--- src/tcw_pkg.sv ---
// test-control word: constants and carriers shared by the design and its tests
package tcw_pkg;

    // serial command layout
    localparam int          CMD_W      = 40;
    localparam int          ADDR_HI    = 39;
    localparam int          ADDR_LO    = 37;
    localparam int          UPD_BIT    = 36;
    localparam logic [2:0]  ADDR_TEST  = 3'h7;   // destination of this register
    localparam int          STORED_W   = 36;     // bits 35..0 are kept

    // field positions inside the stored word
    localparam int          POS_FORCE_IN  = 13;
    localparam int          POS_ACC_LO    = 11;
    localparam int          POS_Q_ROLL    = 10;
    localparam int          POS_FORCE_OUT = 9;
    localparam int          POS_FRC_BCLK  = 8;
    localparam int          POS_FRC_STB   = 7;
    localparam int          POS_FRC_I     = 6;
    localparam int          POS_FRC_Q     = 5;
    localparam int          POS_GEN_BYP   = 4;
    localparam int          POS_SCL_BYP   = 3;
    localparam int          POS_RSVD      = 2;
    localparam int          POS_WAIT_FILL = 1;
    localparam int          POS_OVF_DIS   = 0;

    // accumulator control codes
    localparam logic [1:0]  ACC_NORMAL = 2'h0;
    localparam logic [1:0]  ACC_OFF    = 2'h1;
    localparam logic [1:0]  ACC_CONT   = 2'h2;
    localparam logic [1:0]  ACC_RSVD   = 2'h3;

    // datapath widths and forced values
    localparam int          SAMPLE_W      = 16;
    localparam int          TRIG_W        = 20;
    localparam int          SCALE_W       = 18;
    localparam logic [15:0] FORCED_SAMPLE = 16'h8000;
    localparam logic [19:0] TRIG_ONE      = 20'hfffff;   // 0.fffff, just under unity
    localparam logic [17:0] SCALE_ONE     = 18'h10000;   // unity in 2.16 format

    // reset value of the stored word
    localparam logic [35:0] CFG_RESET = 36'h0;

    // stored test-control word
    typedef struct packed {
        logic [21:0] rsvd_hi;
        logic        force_in;
        logic [1:0]  acc_mode;
        logic        q_rollover;
        logic        force_out;
        logic        frc_bclk;
        logic        frc_stb;
        logic        frc_i;
        logic        frc_q;
        logic        gen_bypass;
        logic        scale_bypass;
        logic        rsvd_bit;
        logic        wait_fill;
        logic        ovf_disable;
    } tcw_cfg_t;

    // the four serial output pins
    typedef struct packed {
        logic bclk;
        logic stb;
        logic i;
        logic q;
    } tcw_pins_t;

endpackage

--- src/tcw_test_ctrl.sv ---
// How it works
// commands whose address bits 39-37 are 111 load this register only.
// update bit 0 applies this register alone; 1 applies every register together.
// host writes zeros into unused bits 35-14.
// input-forcing bit replaces every sample with 8000 hex.
// accumulator code 00 clears the accumulator at each FIR output start.
// accumulator code 01 disables accumulation completely.
// code 10 never clears the accumulator; host never writes code 11.
// rollover-strobe bit makes the quadrature pin pulse on phase rollover.
// force-outputs bit drives the output pins from the four static bits.
// under forcing, bit clock pin follows bit 8.
// under forcing, word strobe pin follows bit 7.
// under forcing, in-phase data pin follows bit 6.
// under forcing, quadrature data pin follows bit 5.
// generator bypass makes sine and cosine operands both 0.fffff.
// scaling bypass forces a scale factor of exactly one.
// host writes reserved bit 2 as zero while tests are enabled.
// wait-for-fill suppresses output after reset until the data RAM is filled.
// overflow-disable bit turns off arithmetic overflow protection.
// all fields act only while the test-enable bit is set.
// forcing outputs and input together leaves every output static. Here only the pins and the sample are fixed.
// address and update bits are not stored nor read back.
`timescale 1ns/1ps

module tcw_test_ctrl
    import tcw_pkg::*;
(
    // clock and reset
    input  wire logic                core_clk,
    input  wire logic                rst,
    // assembled serial command from the control port
    input  wire logic                cmd_valid,
    input  wire logic [CMD_W-1:0]    cmd_word,
    // test enable from the phase-generator control word
    input  wire logic                test_enable,
    // readback request from the test port
    input  wire logic                read_control_word_instr,
    output logic      [STORED_W-1:0] rdbk_data_q,
    output logic                     rdbk_valid_q,
    // global update strobe to the other control words
    output logic                     update_all_q,
    // input sample path
    input  wire logic [SAMPLE_W-1:0] sample_in,
    output logic      [SAMPLE_W-1:0] sample_out_q,
    // fir accumulator control
    input  wire logic                fir_start,
    output logic                     acc_clear_q,
    output logic                     acc_enable_q,
    // mixer and scaling operands
    input  wire logic [TRIG_W-1:0]   sin_in,
    input  wire logic [TRIG_W-1:0]   cos_in,
    input  wire logic [SCALE_W-1:0]  scale_in,
    output logic      [TRIG_W-1:0]   mix_sin_q,
    output logic      [TRIG_W-1:0]   mix_cos_q,
    output logic      [SCALE_W-1:0]  scale_out_q,
    // overflow protection
    output logic                     ovf_protect_q,
    // output pins, normal levels in and final levels out
    input  wire tcw_pins_t           pins_in,
    input  wire logic                phase_rollover,
    output tcw_pins_t                pins_q,
    // ram fill tracking and static-mode flag
    input  wire logic                ram_filled,
    output logic                     out_hold_q,
    output logic                     static_mode_q
);

    tcw_cfg_t shadow_q;
    tcw_cfg_t active_q;
    logic     fill_seen_q;

    // command decode
    logic     cmd_hit;
    logic     cmd_upd;
    logic     apply_now;
    tcw_cfg_t cmd_cfg;

    assign cmd_hit = cmd_valid && (cmd_word[ADDR_HI:ADDR_LO] == ADDR_TEST);
    assign cmd_upd = cmd_valid && cmd_word[UPD_BIT];
    assign cmd_cfg = tcw_cfg_t'(cmd_word[STORED_W-1:0]);
    // a local-only load applies at once; any update-all command transfers everything
    assign apply_now = (cmd_hit && !cmd_upd) || cmd_upd;

    // shadow copy holds the last load until an update takes it over
    always_ff @(posedge core_clk) begin
        if (rst) begin
            shadow_q <= tcw_cfg_t'(CFG_RESET);
        end else if (cmd_hit) begin
            shadow_q <= cmd_cfg;
        end
    end

    // active copy; a hit with update set takes the new word, not the stale shadow
    always_ff @(posedge core_clk) begin
        if (rst) begin
            active_q <= tcw_cfg_t'(CFG_RESET);
        end else if (apply_now) begin
            active_q <= cmd_hit ? cmd_cfg : shadow_q;
        end
    end

    // pulse the other control words on an update-all command
    always_ff @(posedge core_clk) begin
        if (rst) begin
            update_all_q <= 1'b0;
        end else begin
            update_all_q <= cmd_upd;
        end
    end

    // effective fields, gated by the test enable
    logic       te_force_in;
    logic [1:0] te_acc;
    logic       te_roll;
    logic       te_force_out;
    logic       te_gen_byp;
    logic       te_scl_byp;
    logic       te_wait;
    logic       te_ovf_dis;

    assign te_force_in  = test_enable && active_q.force_in;
    assign te_acc       = test_enable ? active_q.acc_mode : ACC_NORMAL;
    assign te_roll      = test_enable && active_q.q_rollover;
    assign te_force_out = test_enable && active_q.force_out;
    assign te_gen_byp   = test_enable && active_q.gen_bypass;
    assign te_scl_byp   = test_enable && active_q.scale_bypass;
    assign te_wait      = test_enable && active_q.wait_fill;
    assign te_ovf_dis   = test_enable && active_q.ovf_disable;

    // readback carries only the stored bits
    always_ff @(posedge core_clk) begin
        if (rst) begin
            rdbk_data_q  <= CFG_RESET;
            rdbk_valid_q <= 1'b0;
        end else begin
            rdbk_valid_q <= read_control_word_instr;
            if (read_control_word_instr) begin
                rdbk_data_q <= active_q;
            end
        end
    end

    // input sample forcing
    always_ff @(posedge core_clk) begin
        if (rst) begin
            sample_out_q <= '0;
        end else begin
            sample_out_q <= te_force_in ? FORCED_SAMPLE : sample_in;
        end
    end

    // accumulator control; reserved code 11 behaves as normal, the host must avoid it
    always_ff @(posedge core_clk) begin
        if (rst) begin
            acc_clear_q  <= 1'b0;
            acc_enable_q <= 1'b0;
        end else begin
            case (te_acc)
                ACC_OFF: begin
                    acc_clear_q  <= 1'b0;
                    acc_enable_q <= 1'b0;
                end
                ACC_CONT: begin
                    acc_clear_q  <= 1'b0;
                    acc_enable_q <= 1'b1;
                end
                default: begin
                    acc_clear_q  <= fir_start;
                    acc_enable_q <= 1'b1;
                end
            endcase
        end
    end

    // mixer and scale operands
    always_ff @(posedge core_clk) begin
        if (rst) begin
            mix_sin_q   <= '0;
            mix_cos_q   <= '0;
            scale_out_q <= '0;
        end else begin
            mix_sin_q   <= te_gen_byp ? TRIG_ONE : sin_in;
            mix_cos_q   <= te_gen_byp ? TRIG_ONE : cos_in;
            scale_out_q <= te_scl_byp ? SCALE_ONE : scale_in;
        end
    end

    // overflow protection stays on unless a test turns it off
    always_ff @(posedge core_clk) begin
        if (rst) begin
            ovf_protect_q <= 1'b1;
        end else begin
            ovf_protect_q <= !te_ovf_dis;
        end
    end

    // fill tracking restarts at reset, so stale RAM words are never shown
    always_ff @(posedge core_clk) begin
        if (rst) begin
            fill_seen_q <= 1'b0;
        end else if (ram_filled) begin
            fill_seen_q <= 1'b1;
        end
    end

    logic hold;
    assign hold = te_wait && !fill_seen_q && !ram_filled;

    always_ff @(posedge core_clk) begin
        if (rst) begin
            out_hold_q <= 1'b0;
        end else begin
            out_hold_q <= hold;
        end
    end

    // output pins: forcing wins over hold, hold over rollover, rollover over normal
    tcw_pins_t pins_d;
    always_comb begin
        pins_d = pins_in;
        if (te_force_out) begin
            pins_d.bclk = active_q.frc_bclk;
            pins_d.stb  = active_q.frc_stb;
            pins_d.i    = active_q.frc_i;
            pins_d.q    = active_q.frc_q;    // see R13
        end else if (hold) begin
            pins_d = '0;
        end else if (te_roll) begin
            pins_d.q = phase_rollover;
        end
    end

    always_ff @(posedge core_clk) begin
        if (rst) begin
            pins_q <= '0;
        end else begin
            pins_q <= pins_d;
        end
    end

    // both forcing bits together: pins and sample are fixed; mixer operands and acc_clear_q still follow their inputs
    always_ff @(posedge core_clk) begin
        if (rst) begin
            static_mode_q <= 1'b0;
        end else begin
            static_mode_q <= te_force_out && te_force_in;
        end
    end
endmodule // tcw_test_ctrl

--- config.mk ---
export PLATFORM = sky130hd
export DESIGN_NAME = tcw_test_ctrl
export DESIGN_NICKNAME = d
export VERILOG_FILES = /design/src/tcw_pkg.sv /design/src/tcw_test_ctrl.sv
export SDC_FILE = /design/constraint.sdc
export NUM_CORES = 1
export LEC_CHECK = 0
export BUFFER_PORTS_ARGS = -buffer_cell sky130_fd_sc_hd__buf_2
export CORE_UTILIZATION = 48
export CTS_CLUSTER_SIZE = 28
export DETAILED_ROUTE_END_ITERATION = 12
export MAX_ROUTING_LAYER = met4
export PLACE_DENSITY = 0.83
export SYNTH_ARGS = -nofsm -noshare
export SYNTH_HDL_FRONTEND = slang
export SYNTH_SLANG_ARGS = --single-unit
--- constraint.sdc ---
create_clock -name core_clk -period 1.4 [get_ports core_clk]
set_input_delay 0.21 -clock core_clk [delete_from_list [all_inputs] [get_ports core_clk]]
set_output_delay 0.21 -clock core_clk [all_outputs]
set_load 0.005 [all_outputs]
# Word level (Yosys, flattened, before mapping)
# Cells that the tools add are included.
[totals]
ff_bits = 194
inputBits = 126
output_inout_bits = 121
[classes]
eq_ne = 3
n_mux = 11
reduce_logical = 21
[op_table]
columns = ["cell", "count"]
rows = [
  ["2-to-1 mux 20 bit", 2],
  ["2-to-1 mux 36 bit", 1],
  ["2-to-1 mux 17 bit", 1],
  ["2-to-1 mux 16 bit", 1],
  ["logical AND 1 bit", 13],
  ["zero test 1 bit", 4],
  ["2-to-1 mux 4 bit", 1],
  ["OR reduction 2 bit", 2],
  ["equality test 3 bit, second input constant", 1],
  ["2-to-1 mux 1 bit", 3],
  ["2-to-1 mux 3 bit", 1],
  ["OR reduction 3 bit", 1],
  ["equality test 2 x 1 -> 1 bit, second input constant", 1],
  ["equality test 2 bit, second input constant", 1],
  ["2-to-1 mux 2 bit", 1],
  ["logical OR 1 bit", 1],
]

# Depth between registers and ports, before layout
[depth]
ltp_word = 5
mapped_depth = 5
depth_no_buf = 3

# Worst setup path before layout
# No wires, ideal clock.
[synth_timing]
path_type = "input-to-reg"
startpoint = "input port cmd_word[39]"
endpoint = "register active_q[27] in the netlist's numbering"
setup_time_ps = 79
arrival_time_ps = 975
t_required_ps = 1321
path_slack_ps = 346
path_stages = 5
n_path_buf = 2
path_cell_list = "nand4_2 -> buf_12 -> buf_12 -> mux2i_2 -> a211oi_2"
[synth_between]
elab_chain_len = 4
elab_cells_between_ends = 5
cone_classes = "eq/ne: 1; mux: 1; reduce/logical: 3"
[synth_rtl]
columns = ["item", "line", "rtl"]
rows = [
  ["start: declaration", "tcw_test_ctrl.sv:33", "input wire logic [CMD_W-1:0] cmd_word,"],
  ["equality test 3 bit *", "tcw_test_ctrl.sv:78", "assign cmd_hit = cmd_valid && (cmd_word[ADDR_HI:ADDR_LO] == ADDR_TEST);"],
  ["logical AND 1 bit *", "tcw_test_ctrl.sv:78", ""],
  ["logical AND 1 bit", "tcw_test_ctrl.sv:82", "assign apply_now = (cmd_hit && !cmd_upd) || cmd_upd;"],
  ["logical OR 1 bit", "tcw_test_ctrl.sv:82", ""],
  ["end signal: assignment", "tcw_test_ctrl.sv:96", "active_q <= tcw_cfg_t'(CFG_RESET);"],
  ["end signal: assignment", "tcw_test_ctrl.sv:98", "active_q <= cmd_hit ? cmd_cfg : shadow_q;"],
  ["end: declaration", "tcw_test_ctrl.sv:69", "tcw_cfg_t active_q;"],
]
# Mark *: on every way between the ends. The rest lies on a longest branch, timed or not.
# A chain may end at the register's enable or synchronous reset.

# Worst setup path after layout
[layout_timing]
startpoint = "register mix_sin_q[10]"
endpoint = "output port mix_sin_q[10]"
[layout_lines]
columns = ["item", "line", "rtl"]
rows = [
  ["start: declaration", "tcw_test_ctrl.sv:53", "output logic [TRIG_W-1:0] mix_sin_q,"],
  ["start signal: assignment", "tcw_test_ctrl.sv:182", "mix_sin_q <= te_gen_byp ? TRIG_ONE : sin_in;"],
]
# No word-level cell between the ends.

==> summary.md <==
| Metric | Value |
|---|---|
| Die area | `between 10000 and 15000 um2` |
| Final period utilization | `0.839` |
| Mapped cell area | `around 6400 um2` |
| Most frequent cells in the layout | `buf_2, dfxtp_1, nor2_1, mux2i_1, dlygate4sd3_1` |
| Syn_area_per_cell | `10.6 um2` |
| Pin count of the biggest net entering global routing | `99` |
| Clk root buf | `clkbuf_16` |
| Initial antenna violation count | `3` |
| CP Class | `register to primary output` |
| Worst path cell trace | `buf_2` |
| Pre-CTS worst setup slack | `0.0824 ns` |
| Hold Crit Class | `primary input to register` |
| Clock Sink Count | `around 190` |
| Detailed-placement wirelength estimate | `roughly 10000 um` |
| Maximum root-to-sink buffer count | `2` |
| Final GP Congestion | `roughly 0.8` |
| First-pass GRT wire length | `approximately 28000 um` |
| CP max FO | `1` |
| Final setup TNS | `0 ns` |
| WP buf/inv | `1` |
| Post-CTS Setup Inserts | `0` |
| Number of fill cells | `between 900 and 1000` |
| Total grt overflow | `0` |
| IO Pins | `roughly 250` |
| Core area | `12800 um2` |
| Clock skew | `0.0112 ns` |
| Max_cap viols | `0` |
| DR WL/cell | `about 16 um` |
| IO buf count | `roughly 250` |
| Count of state elements after synthesis | `just under 200` |
| Share of cells above drive strength 1 | `0.332` |
| Measured slew at the worst slew-check pin | `0.499 ns` |
| Pwr per Cell Area | `between 1000 and 1500 nW/um2` |
| Area grow syn2layout | `41.1%` |
| Crit path max-delay family | `flip-flops` |
| WP data required | `between 1 and 1.5 ns` |
| DRT Wirelength | `approximately 17000 um` |
| Overall routing resource usage | `0.262` |
| H-tree depth | `4` |
| Tmin final | `roughly 1.2 ns` |
| Post-synthesis sequential area ratio | `0.604` |
| Cts bufs inserted | `17` |
| RSZ-0062 raised after global routing | `no` |
| Total number of vias | `between 5000 and 6000` |
| Die width | `approximately 120 um` |
| Final worst setup slack | `0.225 ns` |
| Relative slew slack | `0.667` |
| CP Launch Type | `register` |
| Final Hold Fails | `0` |
| Peak VDD IR | `around 0.0011 V` |
| Reg clk slew, reported paths | `0.07 ns` |
| FP Rows | `41` |
| Commonest non-fill, non-tap cell in the layout | `buf_2` |
| Mapped Nets | `734` |
| Clock latency on the worst-skew pair | `about 0.43 ns` |
| Nets | `roughly 1000` |
| Synth Instances | `just over 600` |
| Static Leak | `4.43 nW` |
| Netlist cell types | `31` |
| Vias per cell | `4.93` |
| Outcome | `completed` |
| Max Fclk | `between 0.8 and 0.9 GHz` |
| Final setup vio count | `0` |
| Synth Warn # | `0` |
| Initial DRC count | `about 430` |
| Initial Util | `0.501` |
| Slew Limit Fails | `0` |
| Critical path arrival | `about 0.96 ns` |
| DR pass1 iterations | `5` |
| Vias in the first global route | `approximately 5400` |
| Chip height | `about 120 um` |
| Post-DRT Antenna Nets | `0` |
| Slowest-stage cell, CP | `dfxtp_1` |
| CTS tree | `yes` |
| Worst Setup End Kind | `primary output` |
| Residual DRC | `0` |
| Slowest stage delay, CP | `0.39 ns` |
-- cell usage after synthesis --
cell type / count / area (um2)
a211oi_1: 27 / 203
a211oi_2: 9 / 113
a21boi_0: 1 / 7.51
a21oi_1: 8 / 40.0
a21oi_2: 1 / 8.76
a31oi_1: 1 / 6.26
and2_1: 34 / 213
and3_1: 2 / 12.5
and4_1: 1 / 8.76
buf_1: 7 / 26.3
buf_12: 4 / 80.1
buf_2: 18 / 90.1
buf_4: 4 / 30.0
buf_6: 4 / 45.0
clkbuf_1: 8 / 30.0
dfxtp_1: 194 / 3880
inv_1: 1 / 3.75
mux2i_1: 69 / 691
mux2i_2: 3 / 41.3
nand2_1: 3 / 11.3
nand2_4: 1 / 11.3
nand2b_1: 1 / 6.26
nand3_1: 7 / 35.0
nand4_2: 1 / 12.5
nand4bb_1: 1 / 11.3
nor2_1: 157 / 589
nor2b_1: 2 / 12.5
nor3_1: 36 / 180
nor3b_1: 1 / 7.51
o211ai_1: 1 / 7.51
xor2_1: 1 / 8.76
-- cell families (layout without fill, tap and decap cells) --
family / count (synthesis) / after routing / share of synthesized area
AO/OA/AOI/OAI: 48 / 48 / 0.0600
flip-flops: 194 / 194 / 0.604
buffers and inverters: 46 / 359 / 0.0475
multiplexers: 72 / 72 / 0.114
AND/OR/NAND/NOR: 247 / 247 / 0.173
other: 0 / 3 / 0
XOR/XNOR: 1 / 1 / 0.00136
-- path summary, 6_finish.rpt --
check	startpoint	to	slack, ns	cells after the start
max	mix_sin_q[10]$_SDFF_PP0_	mix_sin_q[10]	0.23	1
min	cos_in[15]	mix_cos_q[15]$_SDFF_PP0_	0.02	3
max reg2reg	active_q[13]$_SDFFE_PP0P_	sample_out_q[4]$_SDFF_PP0_	0.32	2
min reg2reg	active_q[0]$_SDFFE_PP0P_	ovf_protect_q$_SDFF_PP1_	0.44	1
-- per-layer routing --
layer | global-route usage | up-vias | part of all wire
li1 | - | 2625 | -
met1 | 0.295 | 2540 | 0.40
met2 | 0.443 | 190 | 0.51
met3 | 0.0538 | 43 | 0.050
met4 | 0.127 | 0 | 0.033
met5 | - | - | 0
-- sequential cells by signal, indices dropped and copies added, names as in the netlist, 4 cells and up --
register / count
active_q: 36
rdbk_data_q: 36
shadow_q: 36
mix_cos_q: 20
mix_sin_q: 20
scale_out_q: 18
sample_out_q: 16
pins_q: 4
-- power breakdown --
part	internal [mW]	total (mW)	switching [mW]
Sequential	5.80	5.93	0.128
Combinational	0.637	1.21	0.570
Clock	2.69	4.88	2.19
-- area by class of cell --
type,count,area [um2],area share
clock buffer,17,425,0.0469
tap,172,215,0.0237
antenna,3,7.51,0.000828
inverter,1,3.75,0.000414
timing repair buffer,326,2100,0.232
multi-input combinational,368,2250,0.248
sequential,194,3880,0.428
clock inverter,15,176,0.0195
-- through the flow --
step	power (mW)	area, um2	utilization	hold slack (ns)	std cells
after floorplan	6.58	6430	-	0.327	608
after global routing	12.5	9070	0.707	0.00492	1096
after CTS	12.1	9050	0.706	0.00723	1093
final	12.0	9070	0.707	0.0185	1096
after detailed placement	7.07	7770	0.606	0.412	993
after global placement	7.04	7770	0.606	0.409	993
-- worst register-to-register path, stage by stage (launching register included) --
cell and delay [ns]:
dfxtp_1 0.36, a21oi_2 0.45, and2_1 0.22
-- timing repair --
item                                    CTS  global route
resized for setup                         0             1
hold endpoints to repair                 68             0
endpoints found under the setup margin    0            13
hold buffers                             68             0
No activity file was read; power rests on OpenSTA's default activity.
